==> config.mk <==
export PLATFORM = sky130hd
export DESIGN_NAME = low_speed_ctl
export DESIGN_NICKNAME = d
export VERILOG_FILES = /design/src/logic/lsc_pkg.sv /design/src/logic/low_speed_ctl.sv
export SDC_FILE = /design/constraint.sdc
export NUM_CORES = 1
export LEC_CHECK = 0
export BUFFER_PORTS_ARGS = -buffer_cell sky130_fd_sc_hd__buf_2
export CAP_MARGIN = 20
export CORE_MARGIN = 2
export CORE_UTILIZATION = 25
export CTS_BUF_LIST = sky130_fd_sc_hd__clkbuf_4 sky130_fd_sc_hd__clkbuf_8
export CTS_CLUSTER_SIZE = 14
export DETAILED_ROUTE_END_ITERATION = 8
export PLACE_DENSITY = 0.5
export SYNTH_ARGS = -nofsm -noshare
export SYNTH_HDL_FRONTEND = slang
export SYNTH_SLANG_ARGS = --single-unit
==> constraint.sdc <==
create_clock -name clk_i -period 2.6 [get_ports clk_i]
set_input_delay 0.13 -clock clk_i [delete_from_list [all_inputs] [get_ports clk_i]]
set_output_delay 0.13 -clock clk_i [all_outputs]
set_load 0.05 [all_outputs]
==> src/logic/lsc_pkg.sv <==
// Constants, register map and state types of the low-speed control and status block.
package lsc_pkg;
  localparam int          LANES          = 10;
  localparam int          ADDR_W         = 16;
  localparam int          DATA_W         = 16;
  // Management register offsets.
  localparam logic [15:0] CTL_ASSIGN_0   = 16'ha005;
  localparam logic [15:0] ALARM_SEL_0    = 16'ha008;
  localparam logic [15:0] RETIMER_MODE   = 16'ha015;
  localparam logic [15:0] ALERT_STATUS   = 16'hb000;
  localparam logic [15:0] ALERT_MASK     = 16'hb001;
  localparam logic [15:0] MODULE_STATE   = 16'hb002;
  // Retimer control codes.
  localparam logic [7:0]  RETIMER_BYPASS = 8'h09;
  localparam logic [7:0]  RETIMER_ON     = 8'h01;
  // Alarm source codes for the assignable outputs.
  localparam logic [7:0]  SRC_FULL_POWER = 8'h01;
  localparam logic [7:0]  SRC_READY      = 8'h02;
  localparam logic [7:0]  SRC_FAULT      = 8'h03;
  localparam logic [7:0]  SRC_RX_LOST    = 8'h04;
  // Reset values.
  localparam logic [2:0]  CTL_ASSIGN_RST = 3'h1;
  localparam logic [23:0] ALARM_SEL_RST  = 24'h030201;
  localparam logic [2:0]  MASK_RST       = 3'h0;
  // Alert status bit positions.
  localparam int          ST_TEMP_BIT    = 0;
  localparam int          ST_VCC_BIT     = 1;
  localparam int          ST_LOS_BIT     = 2;
  // Power classes needed in bypass and in retimed operation.
  localparam logic [2:0]  CLASS_BYPASS   = 3'h2;
  localparam logic [2:0]  CLASS_RETIMED  = 3'h3;
  // Timing.
  localparam int          CLK_KHZ        = 100000;
  localparam int          INIT_TIME_MS   = 2500;
  localparam int          INIT_CYCLES    = INIT_TIME_MS * CLK_KHZ;
  // Synchroniser idle values: host pins float to their safe level.
  localparam int          SYNC_W         = 16;
  localparam logic [15:0] SYNC_RST       = 16'h003f;

  typedef enum logic [1:0] {
    ST_INIT,
    ST_LOW_POWER,
    ST_FULL_POWER,
    ST_FAULT
  } mod_state_e;
endpackage

==> src/logic/low_speed_ctl.sv <==
// Low-speed control pins, alert summary and retimer mode of the transceiver module.
`timescale 1ns/1ps
module low_speed_ctl #(
  parameter int unsigned INIT_WAIT = lsc_pkg::INIT_CYCLES
) (
  input  wire logic                       clk_i,
  input  wire logic                       nrst_i,
  input  wire logic                       laser_off_request_i,
  input  wire logic                       reduced_power_request_i,
  input  wire logic                       module_reset_low_i,
  input  wire logic                       assignable_input_one_i,
  input  wire logic                       assignable_input_two_i,
  input  wire logic                       assignable_input_three_i,
  input  wire logic [lsc_pkg::LANES-1:0]  optical_input_lost_i,
  input  wire logic                       temp_alarm_i,
  input  wire logic                       vcc_alarm_i,
  input  wire logic [lsc_pkg::ADDR_W-1:0] mgmt_addr_i,
  input  wire logic [lsc_pkg::DATA_W-1:0] mgmt_wdata_i,
  input  wire logic                       mgmt_wr_i,
  output logic      [lsc_pkg::DATA_W-1:0] mgmt_rdata_o,
  output logic                            laser_enable_o,
  output logic                            optical_input_lost_o,
  output logic                            low_power_mode_o,
  output logic                            retimer_on_o,
  output logic                            lane_chip_reset_low_o,
  output logic                            assignable_output_one_o,
  output logic                            assignable_output_two_o,
  output logic                            assignable_output_three_o,
  output logic                            summary_alert_low_o,
  output logic                            summary_alert_oe_n_o,
  output logic                            port_empty_indication_o
);
  import lsc_pkg::*;

  logic [SYNC_W-1:0] async_in;
  logic [SYNC_W-1:0] meta_q;
  logic [SYNC_W-1:0] sync_q;
  logic              tx_off_s;
  logic              low_pwr_s;
  logic              mod_rst_n_s;
  logic [2:0]        ctl_pin_s;
  logic [LANES-1:0]  los_s;
  logic              vol_rst;
  mod_state_e        state_q;
  logic [31:0]       init_cnt_q;
  logic [1:0]        interlock_q;
  logic [7:0]        retimer_q;
  logic [2:0]        ctl_assign_q;
  logic [7:0]        alarm_sel_q [3];
  logic [2:0]        status_q;
  logic [2:0]        mask_q;
  logic [2:0]        src;
  logic [2:0]        clr;
  logic              chip_rst;
  logic [2:0]        alarm_bit;
  logic [2:0]        need_class;
  logic              wr_retimer;

  assign async_in = {optical_input_lost_i, assignable_input_three_i, assignable_input_two_i,
                     assignable_input_one_i, module_reset_low_i, reduced_power_request_i,
                     laser_off_request_i};

  // The first stage feeds only the second, so metastability cannot reach logic.
  for (genvar b = 0; b < SYNC_W; b++) begin : g_sync
    always_ff @(posedge clk_i) begin
      if (!nrst_i) begin
        meta_q[b] <= SYNC_RST[b];
        sync_q[b] <= SYNC_RST[b];
      end else begin
        meta_q[b] <= async_in[b];
        sync_q[b] <= meta_q[b];
      end
    end
  end

  assign tx_off_s    = sync_q[0];
  assign low_pwr_s   = sync_q[1];
  assign mod_rst_n_s = sync_q[2];
  assign ctl_pin_s   = sync_q[5:3];
  assign los_s       = sync_q[SYNC_W-1:6];
  assign vol_rst     = !nrst_i || !mod_rst_n_s;

  // Pins two and three carry the interlock code until initialisation ends.
  always_comb begin
    chip_rst = 1'b0;
    for (int i = 0; i < 3; i++) begin
      if (ctl_assign_q[i] && !ctl_pin_s[i] && (i == 0 || state_q != ST_INIT)) begin
        chip_rst = 1'b1;
      end
    end
  end

  assign need_class = (retimer_q == RETIMER_ON) ? CLASS_RETIMED : CLASS_BYPASS;

  always_ff @(posedge clk_i) begin
    if (vol_rst) begin
      state_q     <= ST_INIT;
      init_cnt_q  <= 32'h0;
      interlock_q <= 2'h0;
    end else begin
      case (state_q)
        ST_INIT: begin
          interlock_q <= ctl_pin_s[2:1];
          if (init_cnt_q >= INIT_WAIT - 1) begin
            state_q <= ST_LOW_POWER;
          end else begin
            init_cnt_q <= init_cnt_q + 32'h1;
          end
        end
        ST_LOW_POWER: begin
          if (!low_pwr_s) begin
            state_q <= ({1'b0, interlock_q} + 3'h1 < need_class) ? ST_FAULT : ST_FULL_POWER;
          end
        end
        ST_FULL_POWER: begin
          if (low_pwr_s) begin
            state_q <= ST_LOW_POWER;
          end
        end
        ST_FAULT: begin
          if (low_pwr_s) begin
            state_q <= ST_LOW_POWER;
          end
        end
        default: state_q <= ST_INIT;
      endcase
    end
  end

  assign wr_retimer = mgmt_wr_i && mgmt_addr_i == RETIMER_MODE;

  // A lane chip reset drops the retimers back to bypass, their default.
  always_ff @(posedge clk_i) begin
    if (vol_rst || chip_rst) begin
      retimer_q <= RETIMER_BYPASS;
    end else if (wr_retimer && (mgmt_wdata_i[7:0] == RETIMER_ON ||
                                mgmt_wdata_i[7:0] == RETIMER_BYPASS)) begin
      retimer_q <= mgmt_wdata_i[7:0];
    end
  end

  always_ff @(posedge clk_i) begin
    if (vol_rst) begin
      ctl_assign_q <= CTL_ASSIGN_RST;
      for (int i = 0; i < 3; i++) begin
        alarm_sel_q[i] <= ALARM_SEL_RST[8*i +: 8];
      end
      mask_q <= MASK_RST;
    end else if (mgmt_wr_i) begin
      for (int i = 0; i < 3; i++) begin
        if (mgmt_addr_i == CTL_ASSIGN_0 + 16'(i)) begin
          ctl_assign_q[i] <= mgmt_wdata_i[0];
        end
        if (mgmt_addr_i == ALARM_SEL_0 + 16'(i)) begin
          alarm_sel_q[i] <= mgmt_wdata_i[7:0];
        end
      end
      if (mgmt_addr_i == ALERT_MASK) begin
        mask_q <= mgmt_wdata_i[2:0];
      end
    end
  end

  assign src = {|los_s, vcc_alarm_i, temp_alarm_i};
  assign clr = (mgmt_wr_i && mgmt_addr_i == ALERT_STATUS) ? mgmt_wdata_i[2:0] : 3'h0;

  // Write one to clear; a source still active in the clear cycle sets the bit again.
  always_ff @(posedge clk_i) begin
    if (vol_rst) begin
      status_q <= 3'h0;
    end else begin
      status_q <= (status_q & ~clr) | src;
    end
  end

  always_comb begin
    for (int i = 0; i < 3; i++) begin
      case (alarm_sel_q[i])
        SRC_FULL_POWER: alarm_bit[i] = state_q == ST_FULL_POWER;
        SRC_READY:      alarm_bit[i] = state_q == ST_FULL_POWER || state_q == ST_LOW_POWER;
        SRC_FAULT:      alarm_bit[i] = state_q == ST_FAULT;
        SRC_RX_LOST:    alarm_bit[i] = |los_s;
        default:        alarm_bit[i] = 1'b0;
      endcase
    end
  end

  // Every pin reaches its outputs within four clocks, far inside the timing bounds.
  always_ff @(posedge clk_i) begin
    if (vol_rst) begin
      laser_enable_o          <= 1'b0;
      optical_input_lost_o    <= 1'b0;
      low_power_mode_o        <= 1'b1;
      retimer_on_o            <= 1'b0;
      lane_chip_reset_low_o   <= 1'b0;
      {assignable_output_three_o, assignable_output_two_o, assignable_output_one_o} <= 3'h0;
      summary_alert_low_o     <= 1'b1;
      summary_alert_oe_n_o    <= 1'b1;
    end else begin
      laser_enable_o          <= !tx_off_s && state_q == ST_FULL_POWER;
      optical_input_lost_o    <= |los_s;
      low_power_mode_o        <= state_q != ST_FULL_POWER;
      retimer_on_o            <= retimer_q == RETIMER_ON;
      lane_chip_reset_low_o   <= !chip_rst;
      {assignable_output_three_o, assignable_output_two_o, assignable_output_one_o} <= alarm_bit;
      summary_alert_low_o     <= 1'b0;
      summary_alert_oe_n_o    <= !(|(status_q & ~mask_q));
    end
  end

  always_ff @(posedge clk_i) begin
    if (!nrst_i) begin
      port_empty_indication_o <= 1'b0;
      mgmt_rdata_o            <= 16'h0;
    end else begin
      port_empty_indication_o <= 1'b0;
      case (mgmt_addr_i)
        RETIMER_MODE:         mgmt_rdata_o <= {8'h0, retimer_q};
        CTL_ASSIGN_0:         mgmt_rdata_o <= {15'h0, ctl_assign_q[0]};
        CTL_ASSIGN_0 + 16'h1: mgmt_rdata_o <= {15'h0, ctl_assign_q[1]};
        CTL_ASSIGN_0 + 16'h2: mgmt_rdata_o <= {15'h0, ctl_assign_q[2]};
        ALARM_SEL_0:          mgmt_rdata_o <= {8'h0, alarm_sel_q[0]};
        ALARM_SEL_0 + 16'h1:  mgmt_rdata_o <= {8'h0, alarm_sel_q[1]};
        ALARM_SEL_0 + 16'h2:  mgmt_rdata_o <= {8'h0, alarm_sel_q[2]};
        ALERT_STATUS:         mgmt_rdata_o <= {13'h0, status_q};
        ALERT_MASK:           mgmt_rdata_o <= {13'h0, mask_q};
        MODULE_STATE:         mgmt_rdata_o <= {12'h0, interlock_q, state_q};
        default:              mgmt_rdata_o <= 16'h0;
      endcase
    end
  end
endmodule

# Word-level counts from Yosys, hierarchy flattened
# Memory sizes are Yosys's and may differ from the RTL's.
# Cells that the tools add are included.
[totals]
memories = 1
out_inout_bits = 27
ramBits = 24
in_bits = 53
reg_bits = 111
[mem_list]
columns = ["name", "depth", "word_bits", "read_ports", "rd_clocked_by_memory_dff", "wr", "line_no", "rtl"]
rows = [
  ["alarm_sel_q", 3, 8, 3, 0, 3, "low_speed_ctl.sv:49", "logic [7:0] alarm_sel_q [3];"],
]
[op_classes]
n_eq_ne = 32
bitwise = 9
muxes = 31
add_sub_neg = 2
reduce_logical = 32
n_lt_le_gt_ge = 2
[ops]
columns = ["operator", "count"]
rows = [
  ["$eq A16 B16 Y1 const B", 10],
  ["$pmux W8 S10", 1],
  ["$eq A8 B2 Y1 const B", 6],
  ["$eq A8 B1 Y1 const B", 5],
  ["$add A32 B1 Y32 const B", 1],
  ["$ge A32 B28 Y1 const B", 1],
  ["$eq A8 B3 Y1 const B", 3],
  ["$mux W8", 3],
  ["$mux W1", 19],
  ["$pmux W1 S4", 3],
  ["$reduce_and A2 Y1", 5],
  ["$reduce_or A10 Y1", 1],
  ["$logic_and A1 B1 Y1", 9],
  ["$eq A8 B4 Y1 const B", 1],
  ["$logic_not A1 Y1", 8],
  ["$and A3 B3 Y3", 2],
  ["$mux W2", 3],
  ["$ne A2 B2 Y1 const B", 3],
  ["$not A3 Y3", 2],
  ["$pmux W2 S3", 1],
  ["$eq A2 B2 Y1 const B", 2],
  ["$logic_or A1 B1 Y1", 4],
  ["$add A2 B1 Y3 const B", 1],
  ["$lt A3 B2 Y1", 1],
  ["other kinds (11)", 13],
]

# Depth between registers and ports, before layout
# Gate-level depths: netlist of run 1.
[logic_depth]
ltp_word = 6
mapped_depth = 9

# Worst setup path before layout of run 1
# Ideal clock, no wire load.
[synth_timing]
path_type = "input port to flip-flop"
start = "input port mgmt_addr_i[5] in the netlist's numbering"
end = "memory alarm_sel_q[2][0] (netlist: alarm_sel_q[0][16]) (enable)"
path_buffers = 1
setup_ps = 384
t_required_ps = 2216
path_stages = 6
t_arrival_ps = 1876
setup_slack_ps = 340
path_cell_list = "nor4_1 and4_1 and3b_1 buf_2 nand2_1 o21ai_0"
[synth_lines]
columns = ["item", "line_no", "rtl"]
rows = [
  ["from (decl)", "low_speed_ctl.sv:17", "input wire logic [lsc_pkg::ADDR_W-1:0] mgmt_addr_i,"],
  ["to (decl)", "low_speed_ctl.sv:49", ""],
]

# Worst setup path after layout of run 1
[layout_timing]
start = "register state_q[0]"
end = "register init_cnt_q[9]"
[layout_via]
elab_chain_len = 2
[layout_lines]
columns = ["item", "line_no", "rtl"]
rows = [
  ["from (decl)", "low_speed_ctl.sv:44", "mod_state_e state_q;"],
  ["from (signal assigned)", "low_speed_ctl.sv:112", "state_q <= ({1'b0, interlock_q} + 3'h1 < need_class) ? ST_FAULT : ST_FULL_POWER;"],
  ["$logic_not A2 Y1", "low_speed_ctl.sv:101", "case (state_q)"],
  ["$reduce_and A2 Y1 (no line)", "n/a", ""],
  ["to (signal assigned)", "low_speed_ctl.sv:107", "init_cnt_q <= init_cnt_q + 32'h1;"],
  ["to (decl)", "low_speed_ctl.sv:45", "logic [31:0] init_cnt_q;"],
]
# Every way passes these cells.
# A chain may end at the register's enable or synchronous reset.

==> results_dict.tcl, run 1 <==
set metrics [dict create \
    critical_path_required_ns 2.96 \
    grt_max_degree 40 \
    grt_pass1_wl_mm 21.3 \
    postSynthCellCount 554 \
    crit_path_end "init_cnt_q[9]" \
    crit_chain "inv_1, ha_1, and3_1, nand4_1, or3_1, a21oi_1" \
    ios 80 \
    hold_depth 3 \
    slowest_delay_ns 0.46 \
    core-area_um2 21800 \
    grt_use_met1_pct 16.3 \
    grt-ovfl-total 0 \
    cts_resized 0 \
    grt_usage_pct 11.5 \
    fmaxAchievable_mhz 459 \
    avgRoutedWirePerCell_um 14.0 \
    cts_tree "yes" \
    cts_setup_buffers 0 \
    whs_ns 0.0164 \
    cap_violations 0 \
    ant_nets 0 \
    synth_edf_count 24 \
    fin_crit_sh_pct 83.9 \
    worst_slew_pin_slew_ns 0.682 \
    ys_warn_count 0 \
    met3_usage_pct 3.19 \
    yosysSeqAreaShare_pct 50.5 \
    numPortBuffers 62 \
    status "finished clean" \
    cts.clk_slew.worst_paths_ns 0.07 \
    fin_ws_ns 0.419 \
    crit_path_top_delay_cell "or3_1" \
    r2r-start "state_q[0]" \
    cts_buffers 17 \
    async_flop_share_pct 0 \
    reg2reg_depth 6 \
    hold_path.class "in -> reg" \
    skew_ns 0.0113 \
    start_util_pct 25.3 \
    cts-htree-levels 4 \
    finalSetupTns_ns 0 \
    drt_wl_total_mm 13.0 \
    rows 54 \
    numClockSinks 127 \
    syn2layout_area_growth_pct 20.8 \
    dieHeight_um 152 \
    worstPathArrival_ns 2.55 \
    vdd.ir_drop.worst_mv 0.388 \
    drt-initial-drc-count 206 \
    layout_common_cells "103 x dfxtp_1, 62 x buf_2, 42 x a21oi_1" \
    setup_viol 0 \
    worstReg2RegEnd "init_cnt_q[9]" \
    cp.depth 6 \
    drc 0 \
    diodes 0 \
    synth.distinct_cells 61 \
    clk_path_buf_depth 2 \
    grtUsageMet2_pct 16.9 \
    gp_congestion 0.754 \
    viasPerCell 4.65 \
    final_common_cell "dfxtp_1" \
    power.leakage_nw 2.48 \
    crit_buf_inv 1 \
    root_buffer "clkbuf_8" \
    crit_type "reg -> reg" \
    startpoint_type "flop" \
    dr_total_vias 4307 \
    timing.slew.headroom_pct 54.2 \
    rsz0062_at_grt "false" \
    dp_hpwl_mm 9.08 \
    powerDensity_nw_per_um2 620 \
    clkLatencyLatePin_ns 0.44 \
    place_ws_ns 0.439 \
    grt_pass1_vias 4154 \
    critical_path.max_fanout 9 \
    top_usage_layer "met2" \
    hold_violations 0 \
    fillers 2283 \
    syn_area_per_cell_um2 9.94 \
    die_area_um2 23200 \
    rrSetupSlack_ns 0.42 \
    drive_above_1_share_pct 17.8 \
    dr.pass1.iters 6 \
    crit_path_end_kind "flop" \
    synth-main-ff-cell "dfxtp_1" \
    min_period_ns 2.18 \
    slew_viol_final 0 \
    nets 694 \
    crit_start "state_q[0]" \
    ys_ff_latch 127 \
    critPathTopFamily "simple AND/OR/NAND/NOR gates" \
    die_w_um 152 \
    antenna_found_initial 0 \
    syn_area_um2 5510 \
]
report_power, final:
part           switching [mW]  internal [mW]
logic                   0.180          0.109
registers              0.0261           2.06
clock network           0.731           1.03
cells by family (layout without fill, tap and decap cells):
kind of cell | count (synthesis) | count (layout) | share of synthesized area, %
AO/OA/AOI/OAI | 112 | 112 | 12.5
XOR/XNOR | 1 | 1 | 0.159
adder cells (fa/ha/maj) | 6 | 6 | 1.36
buffers and inverters | 48 | 132 | 4.52
flip-flops | 127 | 127 | 50.5
multiplexers | 25 | 25 | 4.57
other | 1 | 9 | 0.0681
AND/OR/NAND/NOR | 234 | 234 | 26.3
area by class of cell:
| cell class | count | area (µm²) | share of cell area, % |
|---|---|---|---|
| sequential | 127 | 2780 | 41.8 |
| tap | 280 | 350 | 5.26 |
| multi-input combinational | 387 | 2510 | 37.7 |
| inverter | 12 | 45.0 | 0.677 |
| clock buffer | 23 | 292 | 4.38 |
| clock inverter | 7 | 113 | 1.69 |
| timing repair buffer | 90 | 568 | 8.53 |
registers in the layout, indices dropped and copies added, names as in the netlist, 2 cells and up:
| register | count |
|---|---|
| ctl_assign_q | 3 |
| retimer_q | 8 |
| mask_q | 3 |
| ctl_pin_s | 3 |
| state_q | 2 |
| status_q | 3 |
| los_s | 10 |
| meta_q | 16 |
| alarm_sel_q | 24 |
| interlock_q | 2 |
| mgmt_rdata_o | 8 |
| init_cnt_q | 32 |
worst min-delay path, delay by kind of cell:
family / cells / cell delay [ns]
muxes: 1 / 0.08
and+or+nand+nor: 1 / 0.07
buffers and inverters: 1 / 0.13
timing repair:
action                                  4_1_cts  5_1_grt
hold endpoints to repair                     19        0
hold buffers                                 19        0
endpoints found under the setup margin        0        0
layer usage:
layer,share of wire [%],vias to the layer above,routed length [µm]
met1,50,2006,6520
met3,5.2,8,671
met4,0.95,0,123
met5,0,-,0
met2,44,114,5660
li1,-,2179,-
through the flow:
step	instance area [µm²]	std cells	power, mW	util, %
after global routing	6660	926	4.30	30.6
after floorplan	5540	562	2.31	-
final	6660	926	4.13	30.6
after CTS	6660	926	4.19	30.6
after detailed placement	6060	877	2.40	27.9
after global placement	6060	877	2.40	27.9
how the worst min path moves through the flow:
stage,from,to
final,mgmt_wdata_i[2],mask_q[2]
after global routing,mgmt_wdata_i[2],mask_q[2]
after CTS,mgmt_wdata_i[2],mask_q[2]
after detailed placement,laser_off_request_i,meta_q[0]
after global placement,laser_off_request_i,meta_q[0]
after floorplan,laser_off_request_i,meta_q[0]
cells in the mapped netlist (3+ instances only):
master | count | area, µm²
or4_1 | 18 | 135
inv_1 | 12 | 45.0
edfxtp_1 | 24 | 721
and3_1 | 10 | 62.6
ha_1 | 6 | 75.1
a22oi_1 | 4 | 30.0
a21oi_1 | 42 | 210
nand3_1 | 13 | 65.1
buf_6 | 3 | 33.8
nor4b_1 | 5 | 43.8
nand2b_1 | 22 | 138
o31ai_1 | 13 | 97.6
clkbuf_1 | 15 | 56.3
buf_4 | 10 | 75.1
or3_1 | 9 | 56.3
and2_1 | 38 | 238
nor4_1 | 12 | 75.1
buf_2 | 7 | 35.0
dfxtp_1 | 103 | 2060
nand4_1 | 14 | 87.6
nor2_1 | 18 | 67.6
o211ai_1 | 4 | 30.0
nor3_1 | 11 | 55.1
nor2b_1 | 7 | 43.8
and4_1 | 3 | 26.3
nand2_1 | 36 | 135
mux2i_1 | 24 | 240
o21ai_0 | 28 | 140
o21a_1 | 3 | 22.5
Power figures use the tool's default switching activity.
==> inputs of run 2 (changes only) <==
--- a/config.mk
+++ b/config.mk
@@ -5,6 +5,7 @@
 export SDC_FILE = /design/constraint.sdc
 export NUM_CORES = 1
 export LEC_CHECK = 0
+export ABC_AREA = 1
 export BUFFER_PORTS_ARGS = -buffer_cell sky130_fd_sc_hd__buf_2
 export CAP_MARGIN = 20
 export CORE_MARGIN = 2
@@ -12,7 +13,7 @@
 export CTS_BUF_LIST = sky130_fd_sc_hd__clkbuf_4 sky130_fd_sc_hd__clkbuf_8
 export CTS_CLUSTER_SIZE = 14
 export DETAILED_ROUTE_END_ITERATION = 8
-export PLACE_DENSITY = 0.5
+export PLACE_DENSITY = 0.51
 export SYNTH_ARGS = -nofsm -noshare
 export SYNTH_HDL_FRONTEND = slang
 export SYNTH_SLANG_ARGS = --single-unit
==> constraint.sdc (replaced) <==
create_clock -name clk_i -period 2 [get_ports clk_i]
set_input_delay 0.1 -clock clk_i [delete_from_list [all_inputs] [get_ports clk_i]]
set_output_delay 0.1 -clock clk_i [all_outputs]
set_load 0.05 [all_outputs]
==> run 2 against run 1 <==
Wire length is 17% higher. Critical path type unchanged. Final area rose by 10%. First-iteration DRC count grew 40%. Core utilization grew 0.74 points.
==> results_dict.tcl, run 2 <==
set metrics [dict create \
    skew_ns 0.0121 \
    dieHeight_um 159 \
    dr_total_vias 5251 \
    critical_path_required_ns 2.34 \
    power.leakage_nw 3.38 \
    wl_met1_mm 7.70 \
    numPortBuffers 62 \
    viasPerCell 4.18 \
    start_util_pct 25.5 \
    reg2reg_depth 10 \
    fin_crit_sh_pct 89.6 \
    diodes 0 \
    cap_violations 0 \
    die_area_um2 25200 \
    finalSetupTns_ns 0 \
    synth-main-ff-cell "dfxtp_1" \
    drt-initial-drc-count 289 \
    gp_congestion 0.860 \
    r2r-start "init_cnt_q[1]" \
    hold_violations 0 \
    ys_ff_latch 127 \
    drt_wl_total_mm 15.2 \
    root_buffer "clkbuf_8" \
    antenna_found_initial 0 \
    grt_pass1_wl_mm 24.6 \
    rows 56 \
    stdcell_count 1255 \
    synth_top_area_cell "dfxtp_1" \
    numClockSinks 127 \
    dr.pass1.iters 5 \
    finalPower_mw 5.30 \
    dpl.cell_count 1199 \
    top_regs "init_cnt_q: 32 flops, alarm_sel_q: 24 flops, meta_q: 16 flops" \
    crit_buf_inv 1 \
    layout_common_cells "244 x nand2_1, 127 x inv_1, 103 x dfxtp_1" \
    cts-htree-levels 4 \
    crit_top_cell "nor2_1" \
    yosys-top-cells-count "244 x nand2_1, 127 x inv_1, 103 x dfxtp_1, 88 x nor2_1, 45 x a21oi_1" \
    async_flop_share_pct 0 \
    drc 0 \
    crit_type "reg -> reg" \
    core-area_um2 23500 \
    worstReg2RegEnd "init_cnt_q[1]" \
    grt_max_degree 34 \
    drive_above_1_share_pct 14.9 \
    hold_path.class "in -> reg" \
    cts_buffers 17 \
    crit_chain "ha_1, nand3_2, nor2_1, nand2_1, nor2_1, nor2_1, nand3_4, buf_6, o21ai_0, nor2_1" \
    ant_nets 0 \
    timing.slew.headroom_pct 63.9 \
    highest_layer "met4" \
    postSynthCellCount 813 \
    final_common_cell "nand2_1" \
    syn_area_um2 5980 \
    regMostFlops "init_cnt_q" \
    min_period_ns 1.79 \
    vdd.ir_drop.worst_mv 0.460 \
    ios 80 \
    fmaxAchievable_mhz 558 \
    yosys.area.top_type_share_pct 34.5 \
    largest_reg_flops 32 \
    startpoint_type "flop" \
    crit_path_top_delay_cell "dfxtp_1" \
    yosysSeqAreaShare_pct 46.5 \
    critPathTopFamily "simple AND/OR/NAND/NOR gates" \
    fin_ws_ns 0.209 \
    hold_start "mgmt_wdata_i[4]" \
    dp_hpwl_mm 11.3 \
    synth.area.top_cells "dfxtp_1 34%, nand2_1 15%, edfxtp_1 12%" \
    syn2layout_area_growth_pct 23.0 \
    clk_path_buf_depth 2 \
    ys_warn_count 0 \
    whs_ns 0.0404 \
    place_ws_ns 0.162 \
    slowest_delay_ns 0.34 \
    synth.distinct_cells 41 \
    cts_tree "yes" \
    syn_area_per_cell_um2 7.36 \
    worst_slew_pin_slew_ns 0.537 \
    rsz0062_at_grt "false" \
    die_w_um 159 \
    rrSetupSlack_ns 0.21 \
    holdPathEnd "alarm_sel_q[0][4]" \
    status "finished clean" \
    worstPathArrival_ns 2.13 \
    critical_path.max_fanout 15 \
    avgRoutedWirePerCell_um 12.1 \
    yosysMostFrequentCell "nand2_1" \
    clkLatencyLatePin_ns 0.44 \
    wl_met2_mm 6.32 \
    slew_viol_final 0 \
    powerDensity_nw_per_um2 720 \
    grt_pass1_vias 4920 \
    grt-ovfl-total 0 \
    synth_edf_count 24 \
    wl_met3_um 858 \
    cp.depth 10 \
    grt_usage_pct 12.6 \
    cts.clk_slew.worst_paths_ns 0.08 \
    crit_path_end_kind "flop" \
    nets 982 \
    hold_depth 3 \
    setup_viol 0 \
]
[run 2: area by class of cell]
cell class                      instances  area [µm²]
Fill cell                            2528       16100
Sequential cell                       127        2780
Multi-Input combinational cell        538        2570
Timing Repair Buffer                  107         712
Inverter                              132         500
Tap cell                              319         399
Clock buffer                           17         234
Clock inverter                         15         160
[run 2: worst register-to-register path, delay by kind of cell, from the launching register on]
kind                     cells  cell delay, ns
AND/OR/NAND/NOR              7            0.74
buffers and inverters        1            0.22
flip-flops                   1            0.34
AO/OA/AOI/OAI                1            0.17
adder cells (fa/ha/maj)      1            0.22
[run 2: per-layer routing]
layer / up-vias / global-route usage (%)
li1: 2746 / -
met3: 22 / 2.75
met5: - / 0
met2: 146 / 18.8
met1: 2337 / 17.7
met4: 0 / 5.02
[run 2: cells by family (layout without fill, tap and decap cells)]
family	count (synthesis)	count (layout)	share of synthesized area, %
XOR/XNOR	15	15	2.20
other	1	9	0.0627
flip-flops	127	127	46.5
AO/OA/AOI/OAI	85	85	8.18
adder cells (fa/ha/maj)	6	6	1.25
AND/OR/NAND/NOR	423	423	30.7
buffers and inverters	156	271	11.1
[run 2: worst max-delay path by stage]
stage	from	endpoint	slack [ns]
after floorplan	init_cnt_q[0]	init_cnt_q[27]	0.44
after global routing	init_cnt_q[0]	init_cnt_q[5]	0.03
final	init_cnt_q[1]	init_cnt_q[1]	0.21
after detailed placement	init_cnt_q[1]	init_cnt_q[27]	0.16
after global placement	init_cnt_q[1]	init_cnt_q[27]	0.22
after CTS	init_cnt_q[1]	init_cnt_q[18]	0.14
[run 2: where the power goes]
part | internal [mW] | leakage (nW) | total (mW) | switching (mW)
combinational | 0.123 | 2.09 | 0.357 | 0.234
clock | 1.13 | 0.204 | 2.24 | 1.12
sequential | 2.67 | 1.09 | 2.70 | 0.0323
total | 3.92 | 3.38 | 5.30 | 1.38
[run 2: what timing repair did]
action                                  CTS  global route
hold buffers                             24             0
endpoints found under the setup margin    0             2
resized for setup                         0             2
endpoints found under the hold margin    30             0
setup buffers                             0             0
[run 2: metrics by stage]
step                      utilization [%]  area (µm²)
after floorplan                         -        6010
after global placement               28.6        6720
after detailed placement             28.6        6720
after CTS                            31.3        7350
after global routing                 31.3        7360
final                                31.3        7360
